===== src/dram_seq_pkg.sv =====
// constants shared by the idle-command, delay-loop mode and leveling logic
package dram_seq_pkg;
	localparam int ADDR_W = 14;              // address pins
	localparam int BANK_W = 3;               // bank address pins
	localparam int DQ_W = 16;                // data pins, two byte lanes
	localparam int LANE_W = 8;               // data bits per lane
	localparam int LANES = 2;                // upper and lower lanes
	localparam int SYNC_W = 27;              // width of the synchronised pin bundle
	localparam int RD_PIPE_W = 32;           // read latency pipeline depth in link edges
	// command codes {ras_n, cas_n, we_n} with chip select low
	localparam logic [2:0] CMD_MRS = 3'h0;   // mode register set
	localparam logic [2:0] CMD_REF = 3'h1;   // refresh, self refresh with cke low
	localparam logic [2:0] CMD_RD = 3'h5;    // read
	localparam logic [2:0] CMD_NOP = 3'h7;   // no operation
	// mode register selects on the bank pins
	localparam logic [2:0] MR0_SEL = 3'h0;
	localparam logic [2:0] MR1_SEL = 3'h1;
	// field positions
	localparam int MR1_DLL_OFF_BIT = 0;      // delay loop off
	localparam int MR1_WL_BIT = 7;           // write leveling enable
	localparam int MR1_AL_LO = 3;            // additive latency code, two bits
	localparam int MR0_DLL_RST_BIT = 8;      // delay loop reset
	localparam int MR0_CL_LO = 4;            // latency code, three bits
	localparam logic [4:0] CL_BASE = 5'h04;  // latency = code plus this
	// reset values
	localparam logic MR1_DLL_OFF_RST = 1'b0;
	localparam logic MR1_WL_RST = 1'b0;
	localparam logic [2:0] MR0_CL_RST = 3'h2;
	localparam logic [1:0] MR1_AL_RST = 2'h0;
endpackage : dram_seq_pkg


===== src/wl_lane_if.sv =====
// per-lane link between the sequencer and a leveling sampler
`timescale 1ns/10ps
interface wl_lane_if;
	logic enable;       // leveling active
	logic ck_level;     // synchronised link clock level
	logic strobe_rise;  // one-cycle pulse on a rising lane strobe
	logic feedback;     // sampled clock level
	modport lane (input enable, input ck_level, input strobe_rise, output feedback);
	modport ctrl (output enable, output ck_level, output strobe_rise, input feedback);
endinterface : wl_lane_if


===== src/dram_dll_mode_freq_change_leveling.sv =====
// idle commands, delay-loop mode, read window start and write leveling feedback
//
// Operation
// - nop registers nothing, running work continues
// - deselect ignores inputs, running work continues
// - mode register 1 bit 0 turns loop off
// - loop off starts read window cycle early
// - clock ignored during self refresh
// - strobe edge samples clock, fed back on data
// - each byte lane reports its own strobe
// - mode register 1 bit 7 enters leveling
`timescale 1ns/10ps
module dram_dll_mode_freq_change_leveling
	import dram_seq_pkg::*;
(
	input wire logic clk,
	input wire logic sys_rst,
	input wire logic ck,                              // link clock, sampled
	input wire logic cke,
	input wire logic cs_n,
	input wire logic ras_n,
	input wire logic cas_n,
	input wire logic we_n,
	input wire logic [BANK_W-1:0] ba,
	input wire logic [ADDR_W-1:0] addr,
	input wire logic [1:0] upper_lane_strobe_pair,    // [1] true, [0] complement
	input wire logic [1:0] lower_lane_strobe_pair,    // [1] true, [0] complement
	output logic dll_off,                             // delay loop disabled
	output logic wl_active,                           // write leveling mode
	output logic self_refresh,                        // in self refresh
	output logic dll_reset_pulse,                     // delay loop reset request
	output logic read_window,                         // read strobe window starts
	output logic [4:0] read_latency,                  // current read latency in edges
	output logic [DQ_W-1:0] dq_out,                   // leveling feedback
	output logic [DQ_W-1:0] dq_oe                     // data driven by the device
);
	////////////////////////////////////////////////////////////////////////////
	// pin synchroniser, first stage read only by the second
	logic [SYNC_W-1:0] sync1;   // first stage
	logic [SYNC_W-1:0] pins;    // second stage, safe to use
	logic ck_prev;              // previous link clock level
	logic cke_prev;             // cke at the previous link edge
	logic [LANES-1:0] strb_prev; // previous lane strobe rise condition

	always_ff @(posedge clk)
	begin
		if (sys_rst)
		begin
			sync1 <= '0;
			pins <= '0;
		end
		else
		begin
			sync1 <= {ck, cke, cs_n, ras_n, cas_n, we_n, ba, addr,
				upper_lane_strobe_pair, lower_lane_strobe_pair};
			pins <= sync1;
		end
	end

	// unpacked synchronised pins
	logic s_ck, s_cke, s_cs_n;
	logic [2:0] s_cmd;
	logic [BANK_W-1:0] s_ba;
	logic [ADDR_W-1:0] s_addr;
	logic [1:0] s_up, s_lo;
	assign {s_ck, s_cke, s_cs_n, s_cmd, s_ba, s_addr, s_up, s_lo} = pins;

	// rising link clock edge in the system clock domain
	logic ck_edge;
	assign ck_edge = s_ck && !ck_prev;

	always_ff @(posedge clk)
	begin
		if (sys_rst)
			ck_prev <= 1'b0;
		else
			ck_prev <= s_ck;
	end

	////////////////////////////////////////////////////////////////////////////
	// command decode at a link edge; deselect and nop start nothing
	logic sel;        // chip selected with cke high and not in self refresh
	logic do_mrs;
	logic do_rd;
	logic do_sre;     // self refresh entry
	assign sel = ck_edge && !s_cs_n && s_cke && cke_prev && !self_refresh;
	assign do_mrs = sel && s_cmd == CMD_MRS;
	assign do_rd = sel && s_cmd == CMD_RD && !wl_active;
	assign do_sre = ck_edge && !s_cs_n && cke_prev && !s_cke && s_cmd == CMD_REF
		&& !self_refresh;

	// cke history on link edges
	always_ff @(posedge clk)
	begin
		if (sys_rst)
			cke_prev <= 1'b0;
		else if (ck_edge)
			cke_prev <= s_cke;
	end

	// self refresh: clock and commands are don't care until cke rises
	always_ff @(posedge clk)
	begin
		if (sys_rst)
			self_refresh <= 1'b0;
		else if (do_sre)
			self_refresh <= 1'b1;
		else if (ck_edge && s_cke)
			self_refresh <= 1'b0;
	end

	////////////////////////////////////////////////////////////////////////////
	// mode register fields
	logic [2:0] cl_code;
	logic [1:0] al_code;

	always_ff @(posedge clk)
	begin
		if (sys_rst)
		begin
			dll_off <= MR1_DLL_OFF_RST;
			wl_active <= MR1_WL_RST;
			al_code <= MR1_AL_RST;
			cl_code <= MR0_CL_RST;
		end
		else if (do_mrs && s_ba == MR1_SEL)
		begin
			dll_off <= s_addr[MR1_DLL_OFF_BIT];
			wl_active <= s_addr[MR1_WL_BIT];
			al_code <= s_addr[MR1_AL_LO+1:MR1_AL_LO];
		end
		else if (do_mrs && s_ba == MR0_SEL)
			cl_code <= s_addr[MR0_CL_LO+2:MR0_CL_LO];
	end

	// delay loop reset request pulse
	always_ff @(posedge clk)
	begin
		if (sys_rst)
			dll_reset_pulse <= 1'b0;
		else
			dll_reset_pulse <= do_mrs && s_ba == MR0_SEL && s_addr[MR0_DLL_RST_BIT];
	end

	////////////////////////////////////////////////////////////////////////////
	// read latency: additive plus cas, one less with the loop off
	logic [4:0] cl;
	logic [4:0] al;
	logic [4:0] next_read_latency;
	assign cl = CL_BASE + {2'h0, cl_code};

	always_comb
	begin
		case (al_code)
			2'h1: al = cl - 5'h01;
			2'h2: al = cl - 5'h02;
			default: al = 5'h00;
		endcase
		next_read_latency = al + cl - {4'h0, dll_off};
	end

	always_ff @(posedge clk)
	begin
		if (sys_rst)
			read_latency <= CL_BASE + {2'h0, MR0_CL_RST};
		else
			read_latency <= next_read_latency;
	end

	// latency pipeline keeps shifting whatever commands follow
	logic [RD_PIPE_W-1:0] rd_pipe;
	logic [RD_PIPE_W-1:0] rd_insert;
	assign rd_insert = do_rd ? (RD_PIPE_W'(1) << (read_latency - 5'h01)) : '0;

	always_ff @(posedge clk)
	begin
		if (sys_rst)
			rd_pipe <= '0;
		else if (ck_edge)
			rd_pipe <= {1'b0, rd_pipe[RD_PIPE_W-1:1]} | rd_insert;
	end

	always_ff @(posedge clk)
	begin
		if (sys_rst)
			read_window <= 1'b0;
		else
			read_window <= ck_edge && rd_pipe[0];
	end

	////////////////////////////////////////////////////////////////////////////
	// per-lane leveling feedback, upper lane on upper data bits
	wl_lane_if lane_if [LANES] ();
	logic [LANES-1:0] strb_now;
	assign strb_now = {s_up[1] && !s_up[0], s_lo[1] && !s_lo[0]};

	always_ff @(posedge clk)
	begin
		if (sys_rst)
			strb_prev <= '0;
		else
			strb_prev <= strb_now;
	end

	genvar g;
	generate
		for (g = 0; g < LANES; g++)
		begin : g_lane
			assign lane_if[g].enable = wl_active;
			assign lane_if[g].ck_level = s_ck;
			assign lane_if[g].strobe_rise = strb_now[g] && !strb_prev[g];
			wl_lane_sampler u_sampler (
				.clk(clk),
				.sys_rst(sys_rst),
				.lane(lane_if[g])
			);
			always_ff @(posedge clk)
			begin
				if (sys_rst)
				begin
					dq_out[g*LANE_W +: LANE_W] <= '0;
					dq_oe[g*LANE_W +: LANE_W] <= '0;
				end
				else
				begin
					dq_out[g*LANE_W +: LANE_W] <= {LANE_W{lane_if[g].feedback}};
					dq_oe[g*LANE_W +: LANE_W] <= {LANE_W{wl_active}};
				end
			end
		end
	endgenerate
endmodule : dram_dll_mode_freq_change_leveling


===== src/wl_lane_sampler.sv =====
// samples the link clock level on each rising lane strobe during leveling
`timescale 1ns/10ps
module wl_lane_sampler
	import dram_seq_pkg::*;
(
	input wire logic clk,
	input wire logic sys_rst,
	wl_lane_if.lane lane
);
	////////////////////////////////////////////////////////////////////////////
	// capture flop, held between strobe edges
	always_ff @(posedge clk)
	begin
		if (sys_rst)
			lane.feedback <= 1'b0;
		else if (lane.enable && lane.strobe_rise)
			lane.feedback <= lane.ck_level;
	end
endmodule : wl_lane_sampler


===== config.mk =====
export PLATFORM = sky130hd
export DESIGN_NAME = dram_dll_mode_freq_change_leveling
export DESIGN_NICKNAME = d
export VERILOG_FILES = /design/src/dram_seq_pkg.sv /design/src/wl_lane_if.sv /design/src/dram_dll_mode_freq_change_leveling.sv /design/src/wl_lane_sampler.sv
export SDC_FILE = /design/constraint.sdc
export NUM_CORES = 1
export LEC_CHECK = 0
export ABC_AREA = 1
export BUFFER_PORTS_ARGS = -buffer_cell sky130_fd_sc_hd__buf_2
export CAP_MARGIN = 30
export CORE_AREA = 10 10 98 100
export DETAILED_ROUTE_END_ITERATION = 8
export DIE_AREA = 0 0 108 110
export MAX_ROUTING_LAYER = met4
export PLACE_DENSITY = 0.77
export SKIP_LAST_GASP = 1
export SYNTH_ARGS = -nofsm -noshare
export SYNTH_HDL_FRONTEND = slang
export SYNTH_SLANG_ARGS = --single-unit

===== constraint.sdc =====
create_clock -name clk -period 2.7 [get_ports clk]
set_input_delay 0.27 -clock clk [delete_from_list [all_inputs] [get_ports clk]]
set_output_delay 0.27 -clock clk [all_outputs]
set_load 0.05 [all_outputs]

## Yosys cells after proc, flatten, opt, wreduce, memory -nomap -nowiden

Cells that the tools add are included.
Widths: inputs -> output; s select.

- Reduce and logical (&&, ||, !) cells: 36
- Multiplexer cells: 4
- Equal/unequal tests: 5
- Bitwise logic cells: 2
- Shift-type cells: 1
- Add/sub/neg operators: 6

Operators with widths:

| kind | count |
|---|---|
| $mux 32 | 1 |
| $or 31x32->32 | 1 |
| $shl 1x5->32 const A | 1 |
| $logic_and 1x1->1 | 23 |
| $pmux 5 s2 | 1 |
| $logic_not 1->1 | 9 |
| $eq 3x1->1 const B | 2 |
| $logic_not 3->1 | 2 |
| $add 5x4->5 | 1 |
| $sub 4x1->5 const B | 1 |
| $sub 4x2->5 const B | 1 |
| $sub 5x1->5 | 1 |
| $sub 5x1->5 const B | 1 |
| $add 3x3->4 const A | 1 |
| $eq 3x3->1 const B | 1 |
| $eq 2x1->1 const B | 1 |
| $eq 2x2->1 const B | 1 |
| $mux 1 | 2 |
| $reduce_and 2->1 | 1 |
| $reduce_bool 2->1 | 1 |
| $not 1->1 | 1 |

- Output and inout bits: 42
- Bits in registers: 110
- Logic and storage cells: 73

## Logic depth before layout (Yosys ltp)

Gate-level depths: netlist of the first run.

- Depth after elaboration: 10
- Depth in mapped cells: 15
- Depth with buffers taken out: 15

## Hierarchy

From an unflattened synthesis of the first run, not the netlist that was laid out.

- Cells, all modules: 541
- Area, all modules: 4,140.2 µm²

By module, submodules not included:

| module | area an instance (µm²) | cells each | times used |
|---|---|---|---|
| dram_dll_mode_freq_change_leveling | 4,047.6 | 525 | 1 |
| wl_lane_sampler | 46.3 | 8 | 2 |

## Least setup slack after synthesis of the first run

No wires, ideal clock.

- Path type: register -> register
- Start point: reg cl_code[1]
- End point: reg read_latency[4]
- Buffers on the path: 0
- Arrival time: 1,986 ps
- Required time: 2,581 ps
- Setup time: 119 ps
- Setup slack: 595 ps
- Cell stages (with the launch flop): 16
- Cells stage by stage: dfxtp_1 inv_1 ha_1 nand2_1 nand2_1 a21oi_1 o21ai_0 nand2_1 nand2_1 ha_1 inv_1 ha_1 a21oi_1 nand2_1 o21ai_0 a21oi_1

- Longest elaborated chain between the ends: 5
- Elaborated cells between the ends (all ways): 6
- Those cells by class: add/sub: 5; mux: 1

RTL lines:

| item | RTL line | text |
|---|---|---|
| start: declaration | dram_dll_mode_freq_change_leveling.sv:114 | `logic [2:0] cl_code;` |
| start signal: assignment | dram_dll_mode_freq_change_leveling.sv:133 | `cl_code <= s_addr[MR0_CL_LO+2:MR0_CL_LO];` |
| $add 3x3->4 * | dram_dll_mode_freq_change_leveling.sv:150 | `assign cl = CL_BASE + {2'h0, cl_code};` |
| $sub 4x2->5 / $sub 4x1->5 (equally long branches) | dram_dll_mode_freq_change_leveling.sv:156, dram_dll_mode_freq_change_leveling.sv:155 |  |
| $pmux 5 s2 | dram_dll_mode_freq_change_leveling.sv:154 | `case (al_code)` |
| $add 5x4->5 * | dram_dll_mode_freq_change_leveling.sv:159 | `next_read_latency = al + cl - {4'h0, dll_off};` |
| $sub 5x1->5 * | dram_dll_mode_freq_change_leveling.sv:159 |  |
| end signal: assignment | dram_dll_mode_freq_change_leveling.sv:165 | `read_latency <= CL_BASE + {2'h0, MR0_CL_RST};` |
| end signal: assignment | dram_dll_mode_freq_change_leveling.sv:167 | `read_latency <= next_read_latency;` |
| end: declaration | dram_dll_mode_freq_change_leveling.sv:33 | `output logic [4:0] read_latency,` |

Mark *: on every way between the ends. The rest lies on a longest branch, timed or not.
A chain may end at the register's enable or synchronous reset.

## Worst setup path after layout of the first run

Ends and elaborated chain as after synthesis.

==> flow_summary.yaml, run 1 <==
global_routing:
  antenna_found_initial: 0
  grt-ovfl-total: 0
  grt_pass1_wl_um: 13500
  grt_max_degree: 51
  grt_pass1_vias: 3203
  track_usage_pct: 14.2
cells_and_area:
  diodes: 0
  area_growth_pct: 8.02
  drive_gt1_share_pct: 20.4
  final_cell_mix: "nor2_1 (105), dfxtp_1 (96), inv_1 (75)"
  final_common_cell: "nor2_1"
  n_fill_cell: 711
  nets: 608
  postLayoutCellArea_sq_mm: 0.00448
cts:
  clockBufferDepth: 2
  insertion_delay_ns: 0.36
  htree_num_levels: 3
  cts_hold_buf: 0
  clk_pin_slew_ns: 0.09
  cts_made_buffers: 9
  cts.sinks: 96
  cts-resized-gates: 0
  cts_tree: "done"
  postCtsSetupBuffers: 0
  cts_root_buf: "clkbuf_8"
sta:
  skew_ns: 0.0105
  max_freq_mhz: 418
  post-route-min-period_ns: 2.39
  finalHoldViolCount: 0
  finalSetupViolations: 0
  rsz0062_at_grt: "no"
  finalCritPeriodShare_pct: 88.6
  worst_pin_slew_ns: 0.707
  setup_ws_ns: 0.309
  setup-tns-final_ns: 0
  maxSlewViolCount: 0
  relSlewSlack_pct: 52.5
  timing.hold.ws_ns: 0.104
logic_synthesis:
  syn_nets: 577
  ys_warn_count: 0
  synth.distinct_cells: 29
  synth_area_sq_mm: 0.00415
  syn-mean-instance-area_sq_um: 7.78
  synthesis.instances: 533
  ys_ff_latch: 96
  yosys.area.top_type: "dfxtp_1"
  ys_top_cells_by_area: "dfxtp_1 (46%), nor2_1 (9.5%), inv_1 (6.8%)"
  synth_seq_area_share_pct: 46.3
  synth_top_area_share_pct: 46.3
die:
  io_pins: 71
  dieArea_sq_mm: 0.0119
  die_width_um: 108
  coreArea_sq_mm: 0.00765
  row_count: 32
  die_h_um: 110
  start_util_pct: 54.3
critical_path:
  path_max_fanout: 4
  worstReg2RegEnd: "read_latency[4]"
  endpoint_kind: "flip-flop"
  criticalPathCategory: "flip-flop to flip-flop"
  r2r_cells: 15
  r2r-start: "cl_code[1]"
  arrival_ns: 2.64
  critPathLaunchType: "flip-flop"
  ff2ff_setup_slack_ns: 0.31
  required_ns: 2.95
routing:
  drc: 0
  vias: 3213
  dr.pass1.iters: 4
  drt_iter0_drc: 133
  drtAntennaViolNets: 0
  viasPerCell: 4.80
  drt-wirelength-per-cell_um: 11.7
  wl_um: 7840
hold_path:
  hold_path_end: "sync1[7]"
  holdCritPathClass: "primary input to flip-flop"
  hold-path-cell-count: 3
  hp-start: "addr[3]"
placement:
  post-place-ws_ns: 0.368
  place_area_sq_mm: 0.00431
  dp_hpwl_um: 5700
  port_buffers: 63
  gp_congestion: 0.811
status:
  status: "completed"
flow_run:
  drv_cap: 0
pwr:
  p_leak_nw: 2.23
  power.density_mw_per_mm2: 544
  peakVddDrop_mv: 0.385
  p_total_mw: 2.44
-- power by group --
part / total (mW) / leakage (nW) / internal (mW) / switching (mW)
clock: 0.829 / 0.0879 / 0.342 / 0.487
combinational: 0.120 / 1.35 / 0.0461 / 0.0738
sequential: 1.49 / 0.786 / 1.47 / 0.0209
total: 2.44 / 2.23 / 1.86 / 0.581
-- cells in the mapped netlist (all sizes together) --
cell type  instances
nor2             111
dfxtp             96
inv               77
nand2             58
a21oi             43
o21ai             41
buf               34
nand3             29
clkbuf            15
ha                14
nor3               7
nand4              2
clkinv             1
fa                 1
nor3b              1
o22ai              1
or2                1
xnor2              1
-- kinds of logic (layout without fill, tap and decap cells) --
family                     after synthesis  after routing  synth area share (%)
and+or+nand+nor                        209            209                  22.7
adders and majority gates               15             15                  4.70
buffers and inverters                  127            162                  14.8
xor gates and xnor gates                 1              1                 0.211
DFF                                     96             96                  46.3
AOI/OAI and AO/OA                       85             85                  11.2
-- stage by stage --
step	cells	util [%]
floorplan	533	-
global placement	655	56.4
detailed placement	655	56.4
CTS	670	58.6
global route	670	58.6
finish	670	58.6
-- per-layer routing --
layer | wire [um] | GRT usage, % | share of wire, % | vias to the layer above
li1 | - | - | - | 1680
met1 | 3390 | 14.1 | 43 | 1449
met2 | 3980 | 26.0 | 51 | 72
met3 | 374 | 4.00 | 4.8 | 12
met4 | 99 | 4.77 | 1.3 | 0
met5 | 0 | - | 0 | -
-- critical path, stage by stage, from the launching register on --
cell and delay [ns]:
dfxtp_1 0.40, inv_1 0.12, ha_1 0.21, nand2_1 0.06, nand2_1 0.06, a21oi_1 0.12, o21ai_0 0.09, nand2_1 0.06
nand2_1 0.05, ha_1 0.27, inv_1 0.04, ha_1 0.32, a21oi_1 0.18, nand2_1 0.09, o21ai_0 0.16, a21oi_1 0.05
-- sequential cells by signal (all words and copies together), names as in the netlist --
| register | count |
|---|---|
| read_latency | 5 |
| strb_prev | 2 |
| cke_prev | 1 |
| self_refresh | 1 |
| sync1 | 20 |
| rd_pipe | 32 |
| wl_active | 1 |
| al_code | 2 |
| ck_prev | 1 |
| dq_oe | 1 |
| g_lane.u_sampler.lane.feedback | 2 |
| dll_off | 1 |
| cl_code | 3 |
| dq_out | 2 |
| read_window | 1 |
| dll_reset_pulse | 1 |
| pins | 20 |
-- worst max-delay path by stage --
stage	end	slack, ns	from
after floorplan	read_latency[4]	0.59	cl_code[1]
after global placement	read_latency[4]	0.48	cl_code[1]
after detailed placement	read_latency[4]	0.37	cl_code[1]
after CTS	read_latency[4]	0.35	cl_code[1]
after global routing	read_latency[4]	0.11	cl_code[1]
final	read_latency[4]	0.31	cl_code[1]
-- area by class of cell --
cell class                 count  area, sq um  share of cell area (%)
inverter                      78          293                    6.53
tap                          102          128                    2.85
multi-input combinational    310         1610                    36.0
sequential                    96         1920                    42.9
timing repair buffer          69          360                    8.04
clock buffer                  10          128                    2.85
clock inverter                 5         40.0                   0.893
Note: power is estimated with default switching activity, not from simulation.
==> inputs of run 2 (changes only) <==
--- a/config.mk
+++ b/config.mk
@@ -12,7 +12,7 @@
 export DETAILED_ROUTE_END_ITERATION = 8
 export DIE_AREA = 0 0 108 110
 export MAX_ROUTING_LAYER = met4
-export PLACE_DENSITY = 0.77
+export PLACE_DENSITY = 0.78
 export SKIP_LAST_GASP = 1
 export SYNTH_ARGS = -nofsm -noshare
 export SYNTH_HDL_FRONTEND = slang
==> flow_summary.yaml, run 2 (synthesized netlist as in run 1, its figures left out) <==
placement:
  post-place-ws_ns: 0.407
  dp_hpwl_um: 5620
  port_buffers: 63
  gp_congestion: 0.813
sta:
  max_freq_mhz: 428
  post-route-min-period_ns: 2.34
  rsz0062_at_grt: "no"
  maxSlewViolCount: 0
  worst_pin_slew_ns: 0.448
  setup_ws_ns: 0.362
  finalSetupViolations: 0
  finalHoldViolCount: 0
  relSlewSlack_pct: 69.9
  skew_ns: 0.0116
  finalCritPeriodShare_pct: 86.6
  setup-tns-final_ns: 0
pwr:
  power.density_mw_per_mm2: 584
  p_leak_nw: 2.25
  peakVddDrop_mv: 0.353
  p_total_mw: 2.64
cells_and_area:
  reg.largest.list: "rd_pipe x32, pins x20, sync1 x20"
  nets: 607
  n_fill_cell: 714
  final_util_pct: 59.3
  drive_gt1_share_pct: 20.4
  final_cell_mix: "nor2_1 (105), dfxtp_1 (96), inv_1 (75)"
  area_growth_pct: 9.23
  largest-register: "rd_pipe"
  final_common_cell: "nor2_1"
  diodes: 0
  largest_reg_flops: 32
cts:
  cts_hold_buf: 0
  clockBufferDepth: 2
  htree_num_levels: 3
  cts_tree: "done"
  cts-resized-gates: 0
  clk_pin_slew_ns: 0.10
  insertion_delay_ns: 0.36
  postCtsSetupBuffers: 0
  cts_root_buf: "clkbuf_8"
  cts.sinks: 96
  cts_made_buffers: 9
critical_path:
  criticalPathCategory: "flip-flop to flip-flop"
  arrival_ns: 2.58
  path_max_fanout: 5
  required_ns: 2.94
  critPathLaunchType: "flip-flop"
  endpoint_kind: "flip-flop"
die:
  start_util_pct: 54.3
  die_width_um: 108
  io_pins: 71
  dieArea_sq_mm: 0.0119
  coreArea_sq_mm: 0.00765
  row_count: 32
  die_h_um: 110
routing:
  drt_iter0_drc: 127
  viasPerCell: 4.77
  drtAntennaViolNets: 0
  vias: 3198
  dr.pass1.iters: 4
  wl_um: 7820
  drc: 0
  drt-wirelength-per-cell_um: 11.7
global_routing:
  grt-ovfl-total: 0
  antenna_found_initial: 0
  grt_pass1_vias: 3124
  track_usage_pct: 14.0
  grt_pass1_wl_um: 13300
  grt_max_degree: 47
hold_path:
  holdCritPathClass: "primary input to flip-flop"
flow_run:
  drv_cap: 0
status:
  status: "completed"
## run 2: changes by cell type in the layout (fill, tap and decap cells not counted), sizes merged
| cell | delta |
|---|---|
| buf | -1 |
| bufinv | +2 |
| clkinv | -1 |
## run 2: cell type report
class / instances / area (sq um) / area share (%)
Clock buffer: 10 / 128 / 2.82
Clock inverter: 6 / 97.6 / 2.15
Inverter: 78 / 293 / 6.46
Multi-Input combinational cell: 310 / 1610 / 35.6
Sequential cell: 96 / 1920 / 42.4
Tap cell: 102 / 128 / 2.82
Timing Repair Buffer: 68 / 353 / 7.79
## run 2: per-layer routing
| metal | vias to the layer above | GRT usage, % | share of wire [%] |
|---|---|---|---|
| met5 | - | - | 0 |
| met4 | 0 | 3.91 | 0.75 |
| met1 | 1449 | 14.0 | 43 |
| met2 | 63 | 25.9 | 52 |
| met3 | 6 | 4.18 | 4.3 |
| li1 | 1680 | - | - |
## run 2: metrics by stage
step                      cells  instance area (sq um)  hold slack [ns]
after floorplan             533                   4150            0.377
after global placement      654                   4310            0.389
after detailed placement    654                   4310            0.393
after CTS                   670                   4530           0.0833
after global routing        670                   4530           0.0786
final                       670                   4530            0.104
## run 2: critical path, stage by stage (launching register included)
cell     delay, ns
dfxtp_1       0.42
inv_1         0.08
ha_1          0.21
a21oi_1       0.15
o21ai_0       0.09
o21ai_0       0.08
nand2_1       0.07
ha_1          0.27
inv_1         0.04
ha_1          0.34
a21oi_1       0.14
nand2_1       0.09
o21ai_0       0.18
a21oi_1       0.06
## run 2: worst paths after layout
path | start | end | slack [ns] | depth (start not counted)
hold reg to reg | sync1[10] | pins[10] | 0.40 | 2
setup / recovery | cl_code[0] | read_latency[3] | 0.36 | 13
hold / removal | addr[6] | sync1[10] | 0.10 | 3
setup reg to reg | cl_code[0] | read_latency[3] | 0.36 | 13
## run 2: report_power, final
part	leakage, nW	switching (mW)	internal [mW]
clock	0.114	0.500	0.539
sequential	0.786	0.0208	1.47
combinational	1.35	0.0732	0.0450
==> inputs of run 3 (changes only) <==
--- a/config.mk
+++ b/config.mk
@@ -8,11 +8,12 @@
 export ABC_AREA = 1
 export BUFFER_PORTS_ARGS = -buffer_cell sky130_fd_sc_hd__buf_2
 export CAP_MARGIN = 30
-export CORE_AREA = 10 10 98 100
+export CORE_AREA = 10 10 103 105
 export DETAILED_ROUTE_END_ITERATION = 8
-export DIE_AREA = 0 0 108 110
+export DIE_AREA = 0 0 113 115
 export MAX_ROUTING_LAYER = met4
-export PLACE_DENSITY = 0.78
+export PLACE_DENSITY = 0.74
+export RECOVER_POWER = 100
 export SKIP_LAST_GASP = 1
 export SYNTH_ARGS = -nofsm -noshare
 export SYNTH_HDL_FRONTEND = slang
==> constraint.sdc (replaced) <==
create_clock -name clk -period 2.1 [get_ports clk]
set_input_delay 0.21 -clock clk [delete_from_list [all_inputs] [get_ports clk]]
set_output_delay 0.21 -clock clk [all_outputs]
set_load 0.05 [all_outputs]
==> flow_summary.yaml, run 3 (synthesized netlist as in run 1, its figures left out) <==
status:
  status: "completed"
die:
  die_h_um: 115
  row_count: 34
  io_pins: 71
  dieArea_sq_mm: 0.0130
  die_width_um: 113
  coreArea_sq_mm: 0.00855
  start_util_pct: 48.5
critical_path:
  ff2ff_setup_slack_ns: 0.05
  required_ns: 2.36
  path_max_fanout: 4
  critPathLaunchType: "flip-flop"
  arrival_ns: 2.31
  criticalPathCategory: "flip-flop to flip-flop"
  endpoint_kind: "flip-flop"
sta:
  worst_pin_slew_ns: 1.13
  max_freq_mhz: 487
  finalCritPeriodShare_pct: 97.8
  rsz0062_at_grt: "yes"
  finalHoldViolCount: 0
  setup-tns-final_ns: 0
  setup_ws_ns: 0.0464
  skew_ns: 0.0105
  relSlewSlack_pct: 24.7
  post-route-min-period_ns: 2.05
  finalSetupViolations: 0
  timing.hold.ws_ns: 0.0386
  maxSlewViolCount: 0
pwr:
  p_leak_nw: 2.07
  p_sw_uw: 790
  intPower_mw: 2.51
  peakVddDrop_mv: 0.582
  power.density_mw_per_mm2: 712
  p_comb_share_pct: 4.6
  sequentialPowerShare_pct: 57.9
  switching_share_pct: 23.9
  power_frac_clock_pct: 37.6
global_routing:
  grt-ovfl-total: 0
  grt_pass1_vias: 3104
  antenna_found_initial: 0
  track_usage_pct: 12.8
  grt_pass1_wl_um: 13700
  grt_max_degree: 47
cells_and_area:
  postLayoutCellArea_sq_mm: 0.00464
  finalNonFillerCells: 684
  nets: 615
  drive_gt1_share_pct: 19.8
  final_cell_mix: "nor2_1 (105), dfxtp_1 (91), inv_1 (65)"
  final_common_cell: "nor2_1"
  area_growth_pct: 11.9
  reg.largest.list: "rd_pipe x32, pins x20, sync1 x20"
  diodes: 0
  largest-register: "rd_pipe"
  largest_reg_flops: 32
routing:
  drc: 0
  dr.pass1.iters: 4
  drt_iter0_drc: 219
  drt-wirelength-per-cell_um: 11.8
  viasPerCell: 4.77
  wl_um: 8060
  vias: 3263
  drtAntennaViolNets: 0
placement:
  place_area_sq_mm: 0.00434
  post-place-ws_ns: -0.124
  dp_hpwl_um: 5570
  port_buffers: 63
  gp_congestion: 0.880
  dp_cells: 664
cts:
  cts_made_buffers: 9
  clockBufferDepth: 2
  insertion_delay_ns: 0.36
  cts_tree: "done"
  htree_num_levels: 3
  cts.sinks: 96
  cts_root_buf: "clkbuf_8"
  clk_pin_slew_ns: 0.10
  cts_hold_buf: 0
flow_run:
  drv_cap: 0
hold_path:
  holdCritPathClass: "primary input to flip-flop"
run 3: metal layers:
layer | GRT usage [%] | wire [um]
met1 | 13.7 | 3400
met2 | 22.5 | 4200
met3 | 2.92 | 323
met4 | 5.08 | 134
met5 | - | 0
run 3: power groups by stage:
stage | combinational, mW | clock (mW) | sequential (mW)
6_report | 0.151 | 1.24 | 1.91
5_1_grt | 0.179 | 1.35 | 1.92
4_1_cts | 0.154 | 1.28 | 1.91
3_5_place_dp | 0.153 | 0 | 1.96
3_3_place_gp | 0.148 | 0 | 1.95
2_1_floorplan | 0.110 | 0 | 1.95
run 3: stage by stage:
step | total power [mW] | utilization (%)
final | 3.30 | 54.3
after global routing | 3.45 | 54.3
after CTS | 3.35 | 53.7
after detailed placement | 2.11 | 50.8
after global placement | 2.10 | 50.8
after floorplan | 2.06 | -
run 3: timing repair:
| item | 4_1_cts | 5_1_grt |
|---|---|---|
| setup endpoints to repair | 3 | 4 |
| gates cloned | 0 | 0 |
| resized for setup | 12 | 31 |
| pin swaps | 4 | 19 |
| buffers inserted | 0 | 4 |
run 3: final cells by class:
cell class / count / area [sq um]
tap: 108 / 135
clock inverter: 7 / 82.6
inverter: 78 / 295
multi-input combinational: 310 / 1730
timing repair buffer: 76 / 349
clock buffer: 9 / 124
sequential: 96 / 1930
fill: 843 / 3910
run 3: worst paths after layout:
| kind | startpoint | end | cells past startpoint |
|---|---|---|---|
| max reg2reg | cl_code[1] | read_latency[4] | 11 |
| min | lower_lane_strobe_pair[0] | sync1[0] | 3 |
| min reg2reg | sync1[7] | pins[7] | 2 |
| max | cl_code[1] | read_latency[4] | 11 |
run 3: worst max-delay path, cell delays in order, from the launching register on:
cell and delay (ns):
dfxtp_2 0.34, inv_4 0.07, ha_2 0.27, o22ai_1 0.10
nand2_1 0.08, ha_1 0.29, inv_2 0.05, fa_2 0.41
nand3_2 0.08, nand2_2 0.06, o21ai_2 0.14, a21oi_2 0.04
